===== src/logic/cpb_params.svh =====
`ifndef CPB_PARAMS_SVH
`define CPB_PARAMS_SVH

// ****************************************************************
// Register offsets on the AXI4-Lite slave (byte addresses).
// ****************************************************************
`define CPB_OFF_WINMAP    8'h00
`define CPB_OFF_MSTAT     8'h04
`define CPB_OFF_CFGSET    8'h08
`define CPB_OFF_PCISTAT   8'h0C
`define CPB_OFF_CTRL      8'h10

// ****************************************************************
// Field positions and reset values.
// ****************************************************************
`define CPB_WIN_HI_BIT    18
`define CPB_WIN_W         19
`define CPB_CFG_TYPE_BIT  16
`define CPB_CFG_W         17
`define CPB_ST_MABORT_BIT 29
`define CPB_ST_TABORT_BIT 28
`define CPB_DIAG_BIT      5
`define CPB_CTRL_BE_BIT   0
`define CPB_WINMAP_RST    19'h00000
`define CPB_CFGSET_RST    17'h00000
`define CPB_CTRL_RST      1'b0

// ****************************************************************
// CPU physical address regions.
// ****************************************************************
`define CPB_CFG_TOP17     17'h003FD
`define CPB_IO_TOP12      12'h1FD
`define CPB_LO_TOP6       6'h04
`define CPB_P15_TOP6      6'h07

// ****************************************************************
// PCI bus commands, reads only; a write sets bit 0.
// ****************************************************************
`define CPB_CMD_IORD      4'h2
`define CPB_CMD_MEMRD     4'h6
`define CPB_CMD_CFGRD     4'hA

// ****************************************************************
// Timing, retry counts and queue depth.
// ****************************************************************
`define CPB_MABORT_CLKS   3'h5
`define CPB_RD_RETRIES    256
`define CPB_WR_RETRIES    65536
`define CPB_FIFO_DEPTH    4

`endif


===== src/logic/cpb_pkg.sv =====
package cpb_pkg;

  typedef enum logic [3:0] {
    CPB_IDLE = 4'h1,
    CPB_REQ  = 4'h2,
    CPB_DATA = 4'h4,
    CPB_TURN = 4'h8
  } cpb_eng_e;

  typedef enum logic [3:0] {
    CPB_RES_OK     = 4'h1,
    CPB_RES_RETRY  = 4'h2,
    CPB_RES_TABORT = 4'h4,
    CPB_RES_MABORT = 4'h8
  } cpb_res_e;

endpackage : cpb_pkg


===== src/logic/cpb_bridge.sv =====
`timescale 1ns/1ns
`default_nettype none
`include "cpb_params.svh"

module cpb_bridge #(
  parameter int DEPTH      = `CPB_FIFO_DEPTH,
  parameter int WR_RETRIES = `CPB_WR_RETRIES
) (
  // Clock and reset
  input  wire logic        CLK,
  input  wire logic        RST_N,
  // CPU side single cycles
  input  wire logic        CPU_REQ,
  input  wire logic        CPU_WRITE,
  input  wire logic [31:0] CPU_ADDR,
  input  wire logic [1:0]  CPU_SIZE,
  input  wire logic [31:0] CPU_WDATA,
  output logic             CPU_ACK,
  output logic             CPU_BERR,
  output logic [31:0]      CPU_RDATA,
  // PCI initiator pins
  input  wire logic        PCI_CLK,
  input  wire logic        PCI_GNT_N,
  input  wire logic        PCI_TRDY_N,
  input  wire logic        PCI_STOP_N,
  input  wire logic        PCI_DEVSEL_N,
  input  wire logic [31:0] PCI_AD_I,
  output logic             PCI_REQ_N,
  output logic             PCI_FRAME_N_O,
  output logic             PCI_IRDY_N_O,
  output logic [3:0]       PCI_CBE_N_O,
  output logic             PCI_CTL_OE_N,
  output logic [31:0]      PCI_AD_O,
  output logic             PCI_AD_OE_N,
  // Error events
  output logic             MASTER_ERR,
  output logic             PCI_ERR_IRQ,
  // AXI4-Lite register slave
  input  wire logic [7:0]  S_AXI_AWADDR,
  input  wire logic        S_AXI_AWVALID,
  output logic             S_AXI_AWREADY,
  input  wire logic [31:0] S_AXI_WDATA,
  input  wire logic [3:0]  S_AXI_WSTRB,
  input  wire logic        S_AXI_WVALID,
  output logic             S_AXI_WREADY,
  output logic [1:0]       S_AXI_BRESP,
  output logic             S_AXI_BVALID,
  input  wire logic        S_AXI_BREADY,
  input  wire logic [7:0]  S_AXI_ARADDR,
  input  wire logic        S_AXI_ARVALID,
  output logic             S_AXI_ARREADY,
  output logic [31:0]      S_AXI_RDATA,
  output logic [1:0]       S_AXI_RRESP,
  output logic             S_AXI_RVALID,
  input  wire logic        S_AXI_RREADY
);

  localparam int PW = $clog2(DEPTH);
  localparam int CW = $clog2(DEPTH + 1);
  localparam logic [16:0] RD_LIM = 17'(`CPB_RD_RETRIES);
  localparam logic [16:0] WR_LIM = 17'(WR_RETRIES);

  // The status field is four bits wide and the write limit must exceed
  // the read limit.
  if (DEPTH < 2 || DEPTH > 15 || WR_RETRIES <= `CPB_RD_RETRIES ||
      WR_RETRIES > 131071) begin : g_bad_param
    $error("cpb_bridge: DEPTH or WR_RETRIES out of range");
  end

  // ****************************************************************
  // Registers and shared state.
  // ****************************************************************
  logic [`CPB_WIN_W-1:0] win_map_r;
  logic [`CPB_CFG_W-1:0] cfg_set_r;
  logic                  big_end_r;
  logic [1:0]            pci_stat_r;
  logic [1:0]            stat_set_r;
  logic [CW-1:0]         cnt_r;
  logic                  rd_pend_r;
  logic                  done_r;
  logic                  done_err_r;
  logic                  done_wr_r;
  logic [31:0]           done_data_r;

  // ****************************************************************
  // PCI pin synchronisers.
  // ****************************************************************
  // Inputs are held at the PCI falling edge, so the rising-edge logic
  // sees values that were stable half a PCI period earlier.
  logic [36:0] pin_s1_r;
  logic [36:0] pin_s2_r;
  logic [35:0] pin_hold_r;
  logic        pclk_d_r;
  logic        pe;
  logic        pfe;

  always_ff @(posedge CLK) begin
    if (!RST_N) begin
      pin_s1_r   <= 37'h0;
      pin_s2_r   <= 37'h0;
      pclk_d_r   <= 1'b0;
      pin_hold_r <= 36'hF_0000_0000;
    end else begin
      pin_s1_r <= {PCI_CLK, PCI_GNT_N, PCI_TRDY_N, PCI_STOP_N,
                   PCI_DEVSEL_N, PCI_AD_I};
      pin_s2_r <= pin_s1_r;
      pclk_d_r <= pin_s2_r[36];
      if (pfe) begin
        pin_hold_r <= pin_s2_r[35:0];
      end
    end
  end

  assign pe  = pin_s2_r[36] & ~pclk_d_r;
  assign pfe = ~pin_s2_r[36] & pclk_d_r;

  // ****************************************************************
  // CPU address decode.
  // ****************************************************************
  logic        dec_ok;
  logic [31:0] dec_addr;
  logic [3:0]  dec_cmd;
  logic [3:0]  dec_be;

  always_comb begin
    logic [7:0] be_wide;
    logic [3:0] be_le;
    logic       bad_size;
    be_wide  = 8'h00;
    be_le    = 4'h0;
    bad_size = 1'b0;
    dec_ok   = 1'b1;
    dec_addr = 32'h0;
    dec_cmd  = `CPB_CMD_MEMRD;
    // Lanes follow the access width; big-endian mirrors the lanes.
    be_wide  = 8'(8'h0F >> (2'h3 - CPU_SIZE)) << CPU_ADDR[1:0];
    be_le    = be_wide[3:0];
    dec_be   = big_end_r ? {be_le[0], be_le[1], be_le[2], be_le[3]}
                         : be_le;
    bad_size = (({1'b0, CPU_ADDR[1:0]} + {1'b0, CPU_SIZE}) > 3'h3) ||
               (CPU_SIZE == 2'h1 && CPU_ADDR[0]);
    if (CPU_ADDR[31:15] == `CPB_CFG_TOP17) begin
      dec_cmd  = `CPB_CMD_CFGRD;
      dec_ok   = (CPU_SIZE == 2'h3) && (CPU_ADDR[1:0] == 2'h0);
      dec_addr = {cfg_set_r[15:0], CPU_ADDR[15:2], 1'b0,
                  cfg_set_r[`CPB_CFG_TYPE_BIT]};
    end else if (CPU_ADDR[31:20] == `CPB_IO_TOP12) begin
      dec_cmd  = `CPB_CMD_IORD;
      dec_addr = {12'h000, CPU_ADDR[19:0]};
    end else if (CPU_ADDR[31]) begin
      dec_addr = {win_map_r[`CPB_WIN_HI_BIT], CPU_ADDR[30:0]};
    end else if (CPU_ADDR[31:26] == `CPB_LO_TOP6) begin
      dec_addr = {win_map_r[5:0], CPU_ADDR[25:0]};
    end else if (CPU_ADDR[31:26] == `CPB_LO_TOP6 + 6'h01) begin
      dec_addr = {win_map_r[11:6], CPU_ADDR[25:0]};
    end else if (CPU_ADDR[31:26] == `CPB_LO_TOP6 + 6'h02) begin
      dec_addr = {win_map_r[17:12], CPU_ADDR[25:0]};
    end else begin
      dec_ok = 1'b0;  // Includes the one-and-a-half region.
    end
    if (bad_size) begin
      dec_ok = 1'b0;
    end
  end

  // ****************************************************************
  // Posted write queue.
  // ****************************************************************
  logic [31:0]   fa_r [DEPTH];
  logic [31:0]   fd_r [DEPTH];
  logic [3:0]    fb_r [DEPTH];
  logic [3:0]    fc_r [DEPTH];
  logic [PW-1:0] wp_r;
  logic [PW-1:0] rp_r;
  logic          full;
  logic          cpu_go;
  logic          push;
  logic          pop;

  assign full   = (cnt_r == CW'(DEPTH));
  assign cpu_go = CPU_REQ & ~CPU_ACK & ~rd_pend_r;
  assign push   = cpu_go & CPU_WRITE & dec_ok & ~full;
  assign pop    = done_r & done_wr_r;

  always_ff @(posedge CLK) begin
    if (!RST_N) begin
      wp_r  <= '0;
      rp_r  <= '0;
      cnt_r <= '0;
    end else begin
      if (push) begin
        fa_r[wp_r] <= dec_addr;
        fd_r[wp_r] <= CPU_WDATA;
        fb_r[wp_r] <= dec_be;
        fc_r[wp_r] <= dec_cmd | 4'h1;
        wp_r       <= (wp_r == PW'(DEPTH - 1)) ? '0 : wp_r + PW'(1);
      end
      if (pop) begin
        rp_r <= (rp_r == PW'(DEPTH - 1)) ? '0 : rp_r + PW'(1);
      end
      if (push && !pop) begin
        cnt_r <= cnt_r + CW'(1);
      end else if (pop && !push) begin
        cnt_r <= cnt_r - CW'(1);
      end
    end
  end

  // ****************************************************************
  // CPU handshake.
  // ****************************************************************
  logic [31:0] rd_addr_r;
  logic [3:0]  rd_cmd_r;
  logic [3:0]  rd_be_r;

  always_ff @(posedge CLK) begin
    if (!RST_N) begin
      CPU_ACK   <= 1'b0;
      CPU_BERR  <= 1'b0;
      CPU_RDATA <= 32'h0;
      rd_pend_r <= 1'b0;
      rd_addr_r <= 32'h0;
      rd_cmd_r  <= 4'h0;
      rd_be_r   <= 4'h0;
    end else begin
      CPU_ACK  <= 1'b0;
      CPU_BERR <= 1'b0;
      if (done_r && !done_wr_r) begin
        CPU_ACK   <= 1'b1;
        CPU_BERR  <= done_err_r;
        CPU_RDATA <= done_data_r;
        rd_pend_r <= 1'b0;
      end else if (cpu_go && !dec_ok) begin
        CPU_ACK  <= 1'b1;
        CPU_BERR <= 1'b1;
      end else if (push) begin
        CPU_ACK <= 1'b1;  // Released before the PCI cycle runs.
      end else if (cpu_go && !CPU_WRITE) begin
        rd_pend_r <= 1'b1;
        rd_addr_r <= dec_addr;
        rd_cmd_r  <= dec_cmd;
        rd_be_r   <= dec_be;
      end
    end
  end

  // ****************************************************************
  // PCI initiator engine, stepped once per PCI rising edge.
  // ****************************************************************
  cpb_pkg::cpb_eng_e st_r;
  cpb_pkg::cpb_res_e res_r;
  logic [31:0]       cur_addr_r;
  logic [31:0]       cur_data_r;
  logic [3:0]        cur_be_r;
  logic [3:0]        cur_cmd_r;
  logic              cur_wr_r;
  logic              addr_ph_r;
  logic [2:0]        tmr_r;
  logic [16:0]       retry_r;

  always_ff @(posedge CLK) begin
    if (!RST_N) begin
      st_r          <= cpb_pkg::CPB_IDLE;
      res_r         <= cpb_pkg::CPB_RES_OK;
      cur_addr_r    <= 32'h0;
      cur_data_r    <= 32'h0;
      cur_be_r      <= 4'h0;
      cur_cmd_r     <= 4'h0;
      cur_wr_r      <= 1'b0;
      addr_ph_r     <= 1'b0;
      tmr_r         <= 3'h0;
      retry_r       <= 17'h0;
      done_r        <= 1'b0;
      done_err_r    <= 1'b0;
      done_wr_r     <= 1'b0;
      done_data_r   <= 32'h0;
      stat_set_r    <= 2'h0;
      MASTER_ERR    <= 1'b0;
      PCI_ERR_IRQ   <= 1'b0;
      PCI_REQ_N     <= 1'b1;
      PCI_FRAME_N_O <= 1'b1;
      PCI_IRDY_N_O  <= 1'b1;
      PCI_CBE_N_O   <= 4'hF;
      PCI_CTL_OE_N  <= 1'b1;
      PCI_AD_O      <= 32'h0;
      PCI_AD_OE_N   <= 1'b1;
    end else begin
      done_r      <= 1'b0;
      stat_set_r  <= 2'h0;
      MASTER_ERR  <= 1'b0;
      PCI_ERR_IRQ <= 1'b0;
      if (pe) begin
        case (st_r)
          cpb_pkg::CPB_IDLE: begin
            // Queued writes go first, so a read never overtakes them.
            if (cnt_r != '0) begin
              cur_addr_r <= fa_r[rp_r];
              cur_data_r <= fd_r[rp_r];
              cur_be_r   <= fb_r[rp_r];
              cur_cmd_r  <= fc_r[rp_r];
              cur_wr_r   <= 1'b1;
              PCI_REQ_N  <= 1'b0;
              st_r       <= cpb_pkg::CPB_REQ;
            end else if (rd_pend_r) begin
              cur_addr_r <= rd_addr_r;
              cur_be_r   <= rd_be_r;
              cur_cmd_r  <= rd_cmd_r;
              cur_wr_r   <= 1'b0;
              PCI_REQ_N  <= 1'b0;
              st_r       <= cpb_pkg::CPB_REQ;
            end
          end
          cpb_pkg::CPB_REQ: begin
            if (!pin_hold_r[35]) begin
              PCI_FRAME_N_O <= 1'b0;
              PCI_CTL_OE_N  <= 1'b0;
              PCI_CBE_N_O   <= cur_cmd_r;
              PCI_AD_O      <= cur_addr_r;
              PCI_AD_OE_N   <= 1'b0;
              addr_ph_r     <= 1'b1;
              tmr_r         <= 3'h0;
              st_r          <= cpb_pkg::CPB_DATA;
            end
          end
          cpb_pkg::CPB_DATA: begin
            if (addr_ph_r) begin
              addr_ph_r     <= 1'b0;
              PCI_REQ_N     <= 1'b1;
              PCI_FRAME_N_O <= 1'b1;
              PCI_IRDY_N_O  <= 1'b0;
              PCI_CBE_N_O   <= ~cur_be_r;
              PCI_AD_O      <= cur_data_r;
              PCI_AD_OE_N   <= ~cur_wr_r;
            end else if (!pin_hold_r[34] && !pin_hold_r[32]) begin
              res_r        <= cpb_pkg::CPB_RES_OK;
              done_data_r  <= pin_hold_r[31:0];
              PCI_IRDY_N_O <= 1'b1;
              PCI_AD_OE_N  <= 1'b1;
              st_r         <= cpb_pkg::CPB_TURN;
            end else if (!pin_hold_r[33]) begin
              res_r        <= pin_hold_r[32] ? cpb_pkg::CPB_RES_TABORT
                                             : cpb_pkg::CPB_RES_RETRY;
              PCI_IRDY_N_O <= 1'b1;
              PCI_AD_OE_N  <= 1'b1;
              st_r         <= cpb_pkg::CPB_TURN;
            end else if (pin_hold_r[32] && tmr_r == `CPB_MABORT_CLKS) begin
              res_r        <= cpb_pkg::CPB_RES_MABORT;
              PCI_IRDY_N_O <= 1'b1;
              PCI_AD_OE_N  <= 1'b1;
              st_r         <= cpb_pkg::CPB_TURN;
            end else begin
              tmr_r <= tmr_r + 3'h1;
            end
          end
          cpb_pkg::CPB_TURN: begin
            PCI_CTL_OE_N <= 1'b1;
            st_r         <= cpb_pkg::CPB_IDLE;
            done_wr_r    <= cur_wr_r;
            case (res_r)
              cpb_pkg::CPB_RES_OK: begin
                done_r     <= 1'b1;
                done_err_r <= 1'b0;
                retry_r    <= 17'h0;
              end
              cpb_pkg::CPB_RES_RETRY: begin
                if (retry_r + 17'h1 >= (cur_wr_r ? WR_LIM : RD_LIM)) begin
                  done_r      <= 1'b1;
                  done_err_r  <= 1'b1;
                  PCI_ERR_IRQ <= 1'b1;  // No status bit here.
                  retry_r     <= 17'h0;
                end else begin
                  retry_r <= retry_r + 17'h1;  // Reissue same job.
                end
              end
              default: begin
                done_r     <= 1'b1;
                done_err_r <= 1'b1;
                retry_r    <= 17'h0;
                stat_set_r <= {res_r == cpb_pkg::CPB_RES_MABORT,
                               res_r == cpb_pkg::CPB_RES_TABORT};
                MASTER_ERR <= cur_wr_r;
              end
            endcase
          end
          default: begin
            st_r <= cpb_pkg::CPB_IDLE;
          end
        endcase
      end
    end
  end

  // ****************************************************************
  // AXI4-Lite register slave.
  // ****************************************************************
  logic [7:0]  aw_addr_r;
  logic [31:0] w_data_r;
  logic [3:0]  w_strb_r;
  logic        aw_got_r;
  logic        w_got_r;
  logic [31:0] wmask;
  logic [31:0] rd_val;
  logic        rd_hit;

  assign wmask = {{8{w_strb_r[3]}}, {8{w_strb_r[2]}},
                  {8{w_strb_r[1]}}, {8{w_strb_r[0]}}};

  always_ff @(posedge CLK) begin
    if (!RST_N) begin
      S_AXI_AWREADY <= 1'b1;
      S_AXI_WREADY  <= 1'b1;
      S_AXI_BVALID  <= 1'b0;
      S_AXI_BRESP   <= 2'h0;
      aw_got_r      <= 1'b0;
      w_got_r       <= 1'b0;
      aw_addr_r     <= 8'h00;
      w_data_r      <= 32'h0;
      w_strb_r      <= 4'h0;
      win_map_r     <= `CPB_WINMAP_RST;
      cfg_set_r     <= `CPB_CFGSET_RST;
      big_end_r     <= `CPB_CTRL_RST;
      pci_stat_r    <= 2'h0;
    end else begin
      if (S_AXI_AWVALID && S_AXI_AWREADY) begin
        aw_addr_r     <= S_AXI_AWADDR;
        aw_got_r      <= 1'b1;
        S_AXI_AWREADY <= 1'b0;
      end
      if (S_AXI_WVALID && S_AXI_WREADY) begin
        w_data_r     <= S_AXI_WDATA;
        w_strb_r     <= S_AXI_WSTRB;
        w_got_r      <= 1'b1;
        S_AXI_WREADY <= 1'b0;
      end
      // Hardware setting wins over a same-cycle clear.
      if (aw_got_r && w_got_r && !S_AXI_BVALID &&
          {aw_addr_r[7:2], 2'h0} == `CPB_OFF_PCISTAT) begin
        pci_stat_r <= (pci_stat_r & ~{w_data_r[`CPB_ST_MABORT_BIT] &
                                      w_strb_r[3],
                                      w_data_r[`CPB_ST_TABORT_BIT] &
                                      w_strb_r[3]}) | stat_set_r;
      end else begin
        pci_stat_r <= pci_stat_r | stat_set_r;
      end
      if (aw_got_r && w_got_r && !S_AXI_BVALID) begin
        S_AXI_BVALID <= 1'b1;
        S_AXI_BRESP  <= 2'h0;
        case ({aw_addr_r[7:2], 2'h0})
          `CPB_OFF_WINMAP: begin
            win_map_r <= (win_map_r & ~wmask[`CPB_WIN_W-1:0]) |
                         (w_data_r[`CPB_WIN_W-1:0] &
                          wmask[`CPB_WIN_W-1:0]);
          end
          `CPB_OFF_CFGSET: begin
            cfg_set_r <= (cfg_set_r & ~wmask[`CPB_CFG_W-1:0]) |
                         (w_data_r[`CPB_CFG_W-1:0] &
                          wmask[`CPB_CFG_W-1:0]);
          end
          `CPB_OFF_CTRL: begin
            if (w_strb_r[0]) begin
              big_end_r <= w_data_r[`CPB_CTRL_BE_BIT];
            end
          end
          `CPB_OFF_MSTAT, `CPB_OFF_PCISTAT: begin
          end
          default: begin
            S_AXI_BRESP <= 2'h2;
          end
        endcase
      end
      if (S_AXI_BVALID && S_AXI_BREADY) begin
        S_AXI_BVALID  <= 1'b0;
        aw_got_r      <= 1'b0;
        w_got_r       <= 1'b0;
        S_AXI_AWREADY <= 1'b1;
        S_AXI_WREADY  <= 1'b1;
      end
    end
  end

  always_comb begin
    rd_hit = 1'b1;
    rd_val = 32'h0;
    case ({S_AXI_ARADDR[7:2], 2'h0})
      `CPB_OFF_WINMAP:  rd_val = 32'(win_map_r);
      `CPB_OFF_MSTAT:   rd_val = 32'(cnt_r);  // Diag flag reads zero.
      `CPB_OFF_CFGSET:  rd_val = 32'(cfg_set_r);
      `CPB_OFF_PCISTAT: rd_val = {2'h0, pci_stat_r, 28'h0};
      `CPB_OFF_CTRL:    rd_val = 32'(big_end_r);
      default:          rd_hit = 1'b0;
    endcase
  end

  always_ff @(posedge CLK) begin
    if (!RST_N) begin
      S_AXI_ARREADY <= 1'b1;
      S_AXI_RVALID  <= 1'b0;
      S_AXI_RDATA   <= 32'h0;
      S_AXI_RRESP   <= 2'h0;
    end else begin
      if (S_AXI_ARVALID && S_AXI_ARREADY) begin
        S_AXI_RDATA   <= rd_val;
        S_AXI_RRESP   <= rd_hit ? 2'h0 : 2'h2;
        S_AXI_RVALID  <= 1'b1;
        S_AXI_ARREADY <= 1'b0;
      end
      if (S_AXI_RVALID && S_AXI_RREADY) begin
        S_AXI_RVALID  <= 1'b0;
        S_AXI_ARREADY <= 1'b1;
      end
    end
  end

endmodule : cpb_bridge

`default_nettype wire


===== config.mk =====
export PLATFORM = sky130hd
export DESIGN_NAME = cpb_bridge
export DESIGN_NICKNAME = d
export VERILOG_FILES = /design/src/logic/cpb_pkg.sv /design/src/logic/cpb_bridge.sv
export VERILOG_INCLUDE_DIRS = /design/src /design/src/logic
export SDC_FILE = /design/constraint.sdc
export NUM_CORES = 1
export LEC_CHECK = 0
export BUFFER_PORTS_ARGS = -buffer_cell sky130_fd_sc_hd__buf_2
export CAP_MARGIN = 20
export CELL_PAD_IN_SITES_DETAIL_PLACEMENT = 1
export CELL_PAD_IN_SITES_GLOBAL_PLACEMENT = 1
export CORE_ASPECT_RATIO = 0.8
export CORE_MARGIN = 3
export CORE_UTILIZATION = 34
export DETAILED_ROUTE_END_ITERATION = 6
export GPL_ROUTABILITY_DRIVEN = 0
export GPL_TIMING_DRIVEN = 0
export PLACE_DENSITY = 0.62
export SLEW_MARGIN = 0
export SYNTH_ARGS = -nofsm -noshare
export SYNTH_HDL_FRONTEND = slang
export SYNTH_SLANG_ARGS = --single-unit

===== constraint.sdc =====
create_clock -name CLK -period 4.8 [get_ports CLK]
set_input_delay 0.72 -clock CLK [delete_from_list [all_inputs] [get_ports CLK]]
set_output_delay 0.72 -clock CLK [all_outputs]
set_load 0.03 [all_outputs]

# After elaboration in Yosys (flattened, before gate mapping)
# Memories as Yosys holds them, arrays and structs flattened. A register that Yosys moved wholly into a read port is not among the register bits.
# Index checks and enable logic that the tools add are counted.
[totals] register_bits=467 ramBits=284 in_bits=164 output_inout_bits=118 wordCells=298 memories=4
[memory_table] name="fa_r" depth=4 word_bits=32 rd=1 rd_ports_with_merged_regs=1 wr=1 line_no="cpb_bridge.sv:169" rtl="logic [31:0] fa_r [DEPTH];"
[memory_table] name="fd_r" depth=4 word_bits=32 rd=1 rd_ports_with_merged_regs=1 wr=1 line_no="cpb_bridge.sv:170" rtl="logic [31:0] fd_r [DEPTH];"
[memory_table] name="fb_r" depth=4 word_bits=4 rd=1 rd_ports_with_merged_regs=1 wr=1 line_no="cpb_bridge.sv:171" rtl="logic [3:0] fb_r [DEPTH];"
[memory_table] name="fc_r" depth=4 word_bits=3 rd=1 rd_ports_with_merged_regs=1 wr=1 line_no="cpb_bridge.sv:172" rtl="logic [3:0] fc_r [DEPTH];"
[op_classes] n_addsub=8 order_cmp=2 n_eq_ne=39 n_shift=2 n_mux=90 bitwise=36 n_reduce_logical=63
[op_table] cell="2-to-1 mux 32 bit" count=10
[op_table] cell="one-hot mux 30 bit (5 select lines)" count=1
[op_table] cell="2-to-1 mux 4 bit" count=17
[op_table] cell="one-hot mux 32 bit (2 select lines)" count=1
[op_table] cell="2-to-1 mux 17 bit" count=3
[op_table] cell="AND 19 bit" count=2
[op_table] cell="AND 17 bit" count=2
[op_table] cell="equality test 6 x 3 -> 1 bit (second input constant)" count=5
[op_table] cell="2-to-1 mux 1 bit" count=29
[op_table] cell="AND reduction 4 bit" count=7
[op_table] cell="2-to-1 mux 3 bit" count=9
[op_table] cell="AND reduction 3 bit" count=9
[op_table] cell="equality test 6 x 2 -> 1 bit (second input constant)" count=4
[op_table] cell="2-to-1 mux 2 bit" count=11
[op_table] cell="NOT 19 bit" count=1
[op_table] cell="bitwise OR 19 bit" count=1
[op_table] cell="adder 17 x 1 -> 17 bit (second input constant)" count=1
[op_table] cell="equality test 17 x 10 -> 1 bit (second input constant)" count=1
[op_table] cell=">= comparator 17 bit" count=1
[op_table] cell="logical AND 1 bit" count=17
[op_table] cell="NOT 17 bit" count=1
[op_table] cell="bitwise OR 17 bit" count=1
[op_table] cell="OR reduction 5 bit" count=3
[op_table] cell="inequality test 2 bit (second input constant)" count=7
[op_table] cell="42 further kinds" count=96

# Depth between registers and ports, before layout
[logic_depth] word_depth=14 ltp_mapped=14 depth_no_buf=13

# Least setup slack after synthesis
# OpenSTA, ideal clock, no wires.
[synth_path] kind="input -> register" from="in CPU_ADDR[31]" to="mem fa_r[0][0], enable pin" setup_time_ps=436 t_arrival_ps=3993 t_required_ps=4364 path_slack_ps=371 path_stages=7 path_buffers=1 path_cell_list="buf_2 or4_4 or2_4 nor4_4 o2111ai_2 nor2_2 and3_1"
[synth_between] elab_chain_cells=13 elab_cells_between_ends=17 cone_classes="eq/ne (5); mux (10); bitwise (2)"
[synth_rtl] item="start, declared" line_no="cpb_bridge.sv:15" rtl="input wire logic [31:0] CPU_ADDR,"
[synth_rtl] item="equality test 6 x 3 -> 1 bit" line_no="cpb_bridge.sv:156" rtl="end else if (CPU_ADDR[31:26] == `CPB_LO_TOP6 + 6'h02) begin"
[synth_rtl] item="2-to-1 mux 1 bit" line_no="cpb_bridge.sv:156"
[synth_rtl] item="2-to-1 mux 1 bit" line_no="cpb_bridge.sv:154" rtl="end else if (CPU_ADDR[31:26] == `CPB_LO_TOP6 + 6'h01) begin"
[synth_rtl] item="2-to-1 mux 1 bit" line_no="cpb_bridge.sv:152" rtl="end else if (CPU_ADDR[31:26] == `CPB_LO_TOP6) begin"
[synth_rtl] item="2-to-1 mux 1 bit" line_no="cpb_bridge.sv:150" rtl="end else if (CPU_ADDR[31]) begin"
[synth_rtl] item="2-to-1 mux 1 bit" line_no="cpb_bridge.sv:147" rtl="end else if (CPU_ADDR[31:20] == `CPB_IO_TOP12) begin"
[synth_rtl] item="2-to-1 mux 1 bit *" line_no="cpb_bridge.sv:142" rtl="if (CPU_ADDR[31:15] == `CPB_CFG_TOP17) begin"
[synth_rtl] item="2-to-1 mux 1 bit *" line_no="cpb_bridge.sv:161" rtl="if (bad_size) begin"
[synth_rtl] item="AND 1 bit * (2 in a row)" line_no="cpb_bridge.sv:182" rtl="assign push = cpu_go & CPU_WRITE & dec_ok & ~full;"
[synth_rtl] item="net push" line_no="cpb_bridge.sv:177" rtl="logic push;"
[synth_rtl] item="2-to-1 mux 1 bit *" line_no="cpb_bridge.sv:191" rtl="if (push) begin"
[synth_rtl] item="2-to-1 mux 1 bit *" line_no="cpb_bridge.sv:186" rtl="if (!RST_N) begin"
[synth_rtl] item="2-to-1 mux 1 bit (implied by the code) *" line_no="cpb_bridge.sv:192" rtl="fa_r[wp_r] <= dec_addr;"
[synth_rtl] item="end, declared" line_no="cpb_bridge.sv:169"
# Mark *: on every way through the listed nets, which the timed path passes. The rest lies on a longest branch.

# Final worst setup path
[layout_path] from="reg retry_r[1]" to="reg retry_r[13]"
[layout_between] elab_chain_cells=4
[layout_rtl] item="start, declared" line_no="cpb_bridge.sv:259" rtl="logic [16:0] retry_r;"
[layout_rtl] item="start signal, assigned" line_no="cpb_bridge.sv:372" rtl="retry_r <= retry_r + 17'h1;"
[layout_rtl] item="adder 17 x 1 -> 17 bit *" line_no="cpb_bridge.sv:366, cpb_bridge.sv:372"
[layout_rtl] item=">= comparator 17 bit" line_no="cpb_bridge.sv:366" rtl="if (retry_r + 17'h1 >= (cur_wr_r ? WR_LIM : RD_LIM)) begin"
[layout_rtl] item="2-to-1 mux 17 bit *" line_no="cpb_bridge.sv:366"
[layout_rtl] item="2-to-1 mux 17 bit *" line_no="cpb_bridge.sv:359" rtl="case (res_r)"
# Mark *: on every way between the ends. The rest lies on a longest branch, timed or not.
# A chain may end at the register's enable or synchronous reset.

==> impl_metrics.tcl <==
set metrics [dict create \
    clock_sinks 755 \
    setup_violations 0 \
    holdPathStages 2 \
    drive_gt1_share_pct 17.5 \
    drcViolationCount 0 \
    grt_util_all_layers_pct 19.7 \
    critPathKind "reg2reg" \
    overflow 0 \
    worstSetupEndpointType "flip-flop" \
    firstDrtPassIters 5 \
    finalMaxSlewViolations 0 \
    p_leak_uw 0.0117 \
    startpoint_type "flip-flop" \
    min_from "S_AXI_WVALID" \
    r2r_end "retry_r[13]" \
    postCtsSetupRepairBufs 0 \
    dieArea_um2 87300 \
    synthTopCellsByArea "dfxtp_1, edfxtp_1, nand2_1" \
    syn2layout_area_growth_pct 19.2 \
    min_to "S_AXI_WREADY" \
    wl_um 87100 \
    final_cell_area_um2 33900 \
    finalCoreUtilization_pct 41.1 \
    portBuffers 249 \
    synthArstFlopShare_pct 0 \
    die_h_um 265 \
    postPlaceCellArea_um2 31300 \
    max_freq_ghz 0.250 \
    reg2reg_slack_ns 0.80 \
    io_pins 282 \
    fin_crit_sh_pct 83.3 \
    antenna_found_initial 12 \
    setup_tns_ns 0 \
    clk_pin_slew_worst_paths_ns 0.06 \
    place_ws_ns 0.613 \
    grt_max_degree 38 \
    place_hpwl_um 64000 \
    fin_ws_ns 0.800 \
    ys.flop_type "dfxtp_1" \
    ant_nets 0 \
    ir_drop_uv 269 \
    synth_area_um2 28500 \
    cts_made_buffers 79 \
    p_per_area_nw_per_um2 397 \
    fin_crit_ns 4.00 \
    holdCritPathClass "in2reg" \
    rows 94 \
    tightest_slew_ns 1.05 \
    grt_pass1_vias 21600 \
    cap_violations 0 \
    cts-root-buf "clkbuf_16" \
    worstPathMaxFanout 10 \
    yosysTopAreaCell "dfxtp_1" \
    hold_viol 0 \
    status "complete, no violations" \
    synth_edf_count 280 \
    whs_ns 0.283 \
    ys_seq_elements 755 \
    drt-initial-drc-count 1209 \
    synth_top_area_share_pct 33.4 \
    cts_htree_levels 3 \
    initial_core_util_pct 34.5 \
    clk_latency_ns 0.64 \
    hold_buffers 0 \
    max_slew_margin_pct 29.2 \
    synth_seq_area_share_pct 62.9 \
    worst_clock_skew_ns 0.0196 \
    die_w_um 330 \
    synth_cell_types 68 \
    avgSynthCellArea_um2 11.2 \
    synth_warnings 0 \
    max-clock-path-buffers 3 \
    rr_worst_depth 14 \
    vias_per_cell 5.03 \
    rr_startpoint "retry_r[1]" \
    cp.required_ns 5.32 \
    wl_per_cell_um 21.4 \
    rsz0062_at_grt "no" \
    core_um2 82600 \
    tritoncts "built" \
    grt_pass1_wl_um 131000 \
    synth_cells 2543 \
    num_vias 20500 \
    nNetsFinal 3072 \
    arrival_ns 4.52 \
    cts_resized 0 \
]
==> through the flow <==
stage               total power [µW]  std cells
CTS                            13700       4059
global placement                7480       3908
floorplan                       7230       2555
global route                   14000       4065
finish                         13500       4067
detailed placement              7510       3916
==> cells in the mapped netlist, types with 5 or more instances <==
library cell,n
nor4b_1,7
a21oi_1,256
a22oi_1,20
a211oi_1,47
nor2_1,173
ha_1,13
or3_1,7
mux4_2,70
inv_1,16
mux2_2,8
xnor2_1,7
a22o_1,16
and2_1,95
a221o_1,7
nor4_1,8
a311oi_1,32
nor3_1,17
nor2b_1,9
nand2b_1,14
nand4_1,11
a221oi_1,8
mux2i_1,65
edfxtp_1,280
buf_1,11
nand3_1,52
o21ai_0,22
a21o_1,8
nand3b_1,5
nand2_1,536
nor2_2,6
buf_4,16
clkbuf_1,136
buf_2,17
o211ai_1,6
and3_1,9
dfxtp_1,475
==> state kept, by name (all words and copies together) (netlist names), 8 cells and up, named ones only <==
register and count:
fa_r 128, fd_r 128, pin_s1_r 37, pin_s2_r 37, pin_hold_r 36, CPU_RDATA 32
PCI_AD_O 32, cur_addr_r 32, cur_data_r 32, done_data_r 32, rd_addr_r 32, S_AXI_RDATA 21
w_data_r 21, retry_r 17, fb_r 16, fc_r 8
==> placed cells by master (no fill, tap or decap), types with 8 or more instances in the layout <==
master	instances
nand2_1	536
dfxtp_1	475
edfxtp_1	280
buf_2	268
a21oi_1	256
nor2_1	173
clkbuf_1	156
and2_1	95
clkbuf_16	82
mux4_2	70
mux2i_1	65
nand3_1	52
a211oi_1	47
a311oi_1	32
o21ai_0	22
a22oi_1	20
nor3_1	17
buf_4	17
inv_1	16
a22o_1	16
nand2b_1	14
clkbuf_8	14
ha_1	13
conb_1	13
nand4_1	11
buf_1	11
clkinv_2	10
nor2b_1	9
mux2_2	8
nor4_1	8
a21o_1	8
a221oi_1	8
==> report_power, final <==
| group | switching [µW] | internal [µW] | total (µW) |
|---|---|---|---|
| combinational | 394 | 193 | 587 |
| sequential | 52.3 | 6730 | 6780 |
| clock | 2570 | 3550 | 6120 |
==> worst max-delay path, cell delays in order, from the launching register on <==
cell,delay (ns)
dfxtp_1,0.46
ha_1,0.37
nand4_1,0.27
nor3_1,0.54
nand3_1,0.20
nor2_1,0.17
xor2_1,0.21
ha_1,0.23
and4b_1,0.21
mux2i_1,0.14
a21oi_1,0.06
o211ai_1,0.17
buf_2,0.31
nand2_1,0.22
a32o_1,0.31
==> per-layer routing <==
layer	track usage, %	vias up	share of wire, %
li1	-	9678	-
met1	27.0	10300	46
met2	32.5	425	47
met3	3.56	108	5.0
met4	4.64	4	1.9
met5	0	-	0.031
==> kinds of logic after synthesis <==
| kind of cell | count (synthesis) | share of synthesized area, % |
|---|---|---|
| AO/OA/AOI/OAI | 442 | 9.62 |
| XOR/XNOR | 11 | 0.338 |
| adder cells (fa/ha/maj) | 15 | 0.677 |
| buffers and inverters | 200 | 3.01 |
| flip-flops | 755 | 62.9 |
| multiplexers | 143 | 8.14 |
| other | 1 | 0.0132 |
| AND/OR/NAND/NOR | 976 | 15.3 |
==> worst max-delay path by stage <==
| stage | startpoint | endpoint | slack (ns) | cells past startpoint |
|---|---|---|---|---|
| 4_1_cts | retry_r[1] | retry_r[13] | 0.80 | 14 |
| 5_1_grt | retry_r[1] | retry_r[13] | 0.40 | 14 |
| 6_report | retry_r[1] | retry_r[13] | 0.80 | 14 |
| 2_1_floorplan | CPU_ADDR[31] | fa_r[0][0] | 0.37 | 7 |
| 3_3_place_gp | CPU_ADDR[29] | fd_r[2][15] | -1.72 | 8 |
| 3_5_place_dp | CPU_ADDR[29] | cnt_r[2] | 0.61 | 13 |
==> final cells by class <==
cell class	instances	area, µm²
Fill cell	9157	48600
Sequential cell	755	17900
Multi-Input combinational cell	1600	9760
Clock buffer	118	2330
Timing Repair Buffer	258	1420
Tap cell	1104	1380
Buffer	184	796
Clock inverter	25	255
Inverter	16	60.1
Antenna cell	7	17.5
(Power assumes the default switching activity.)
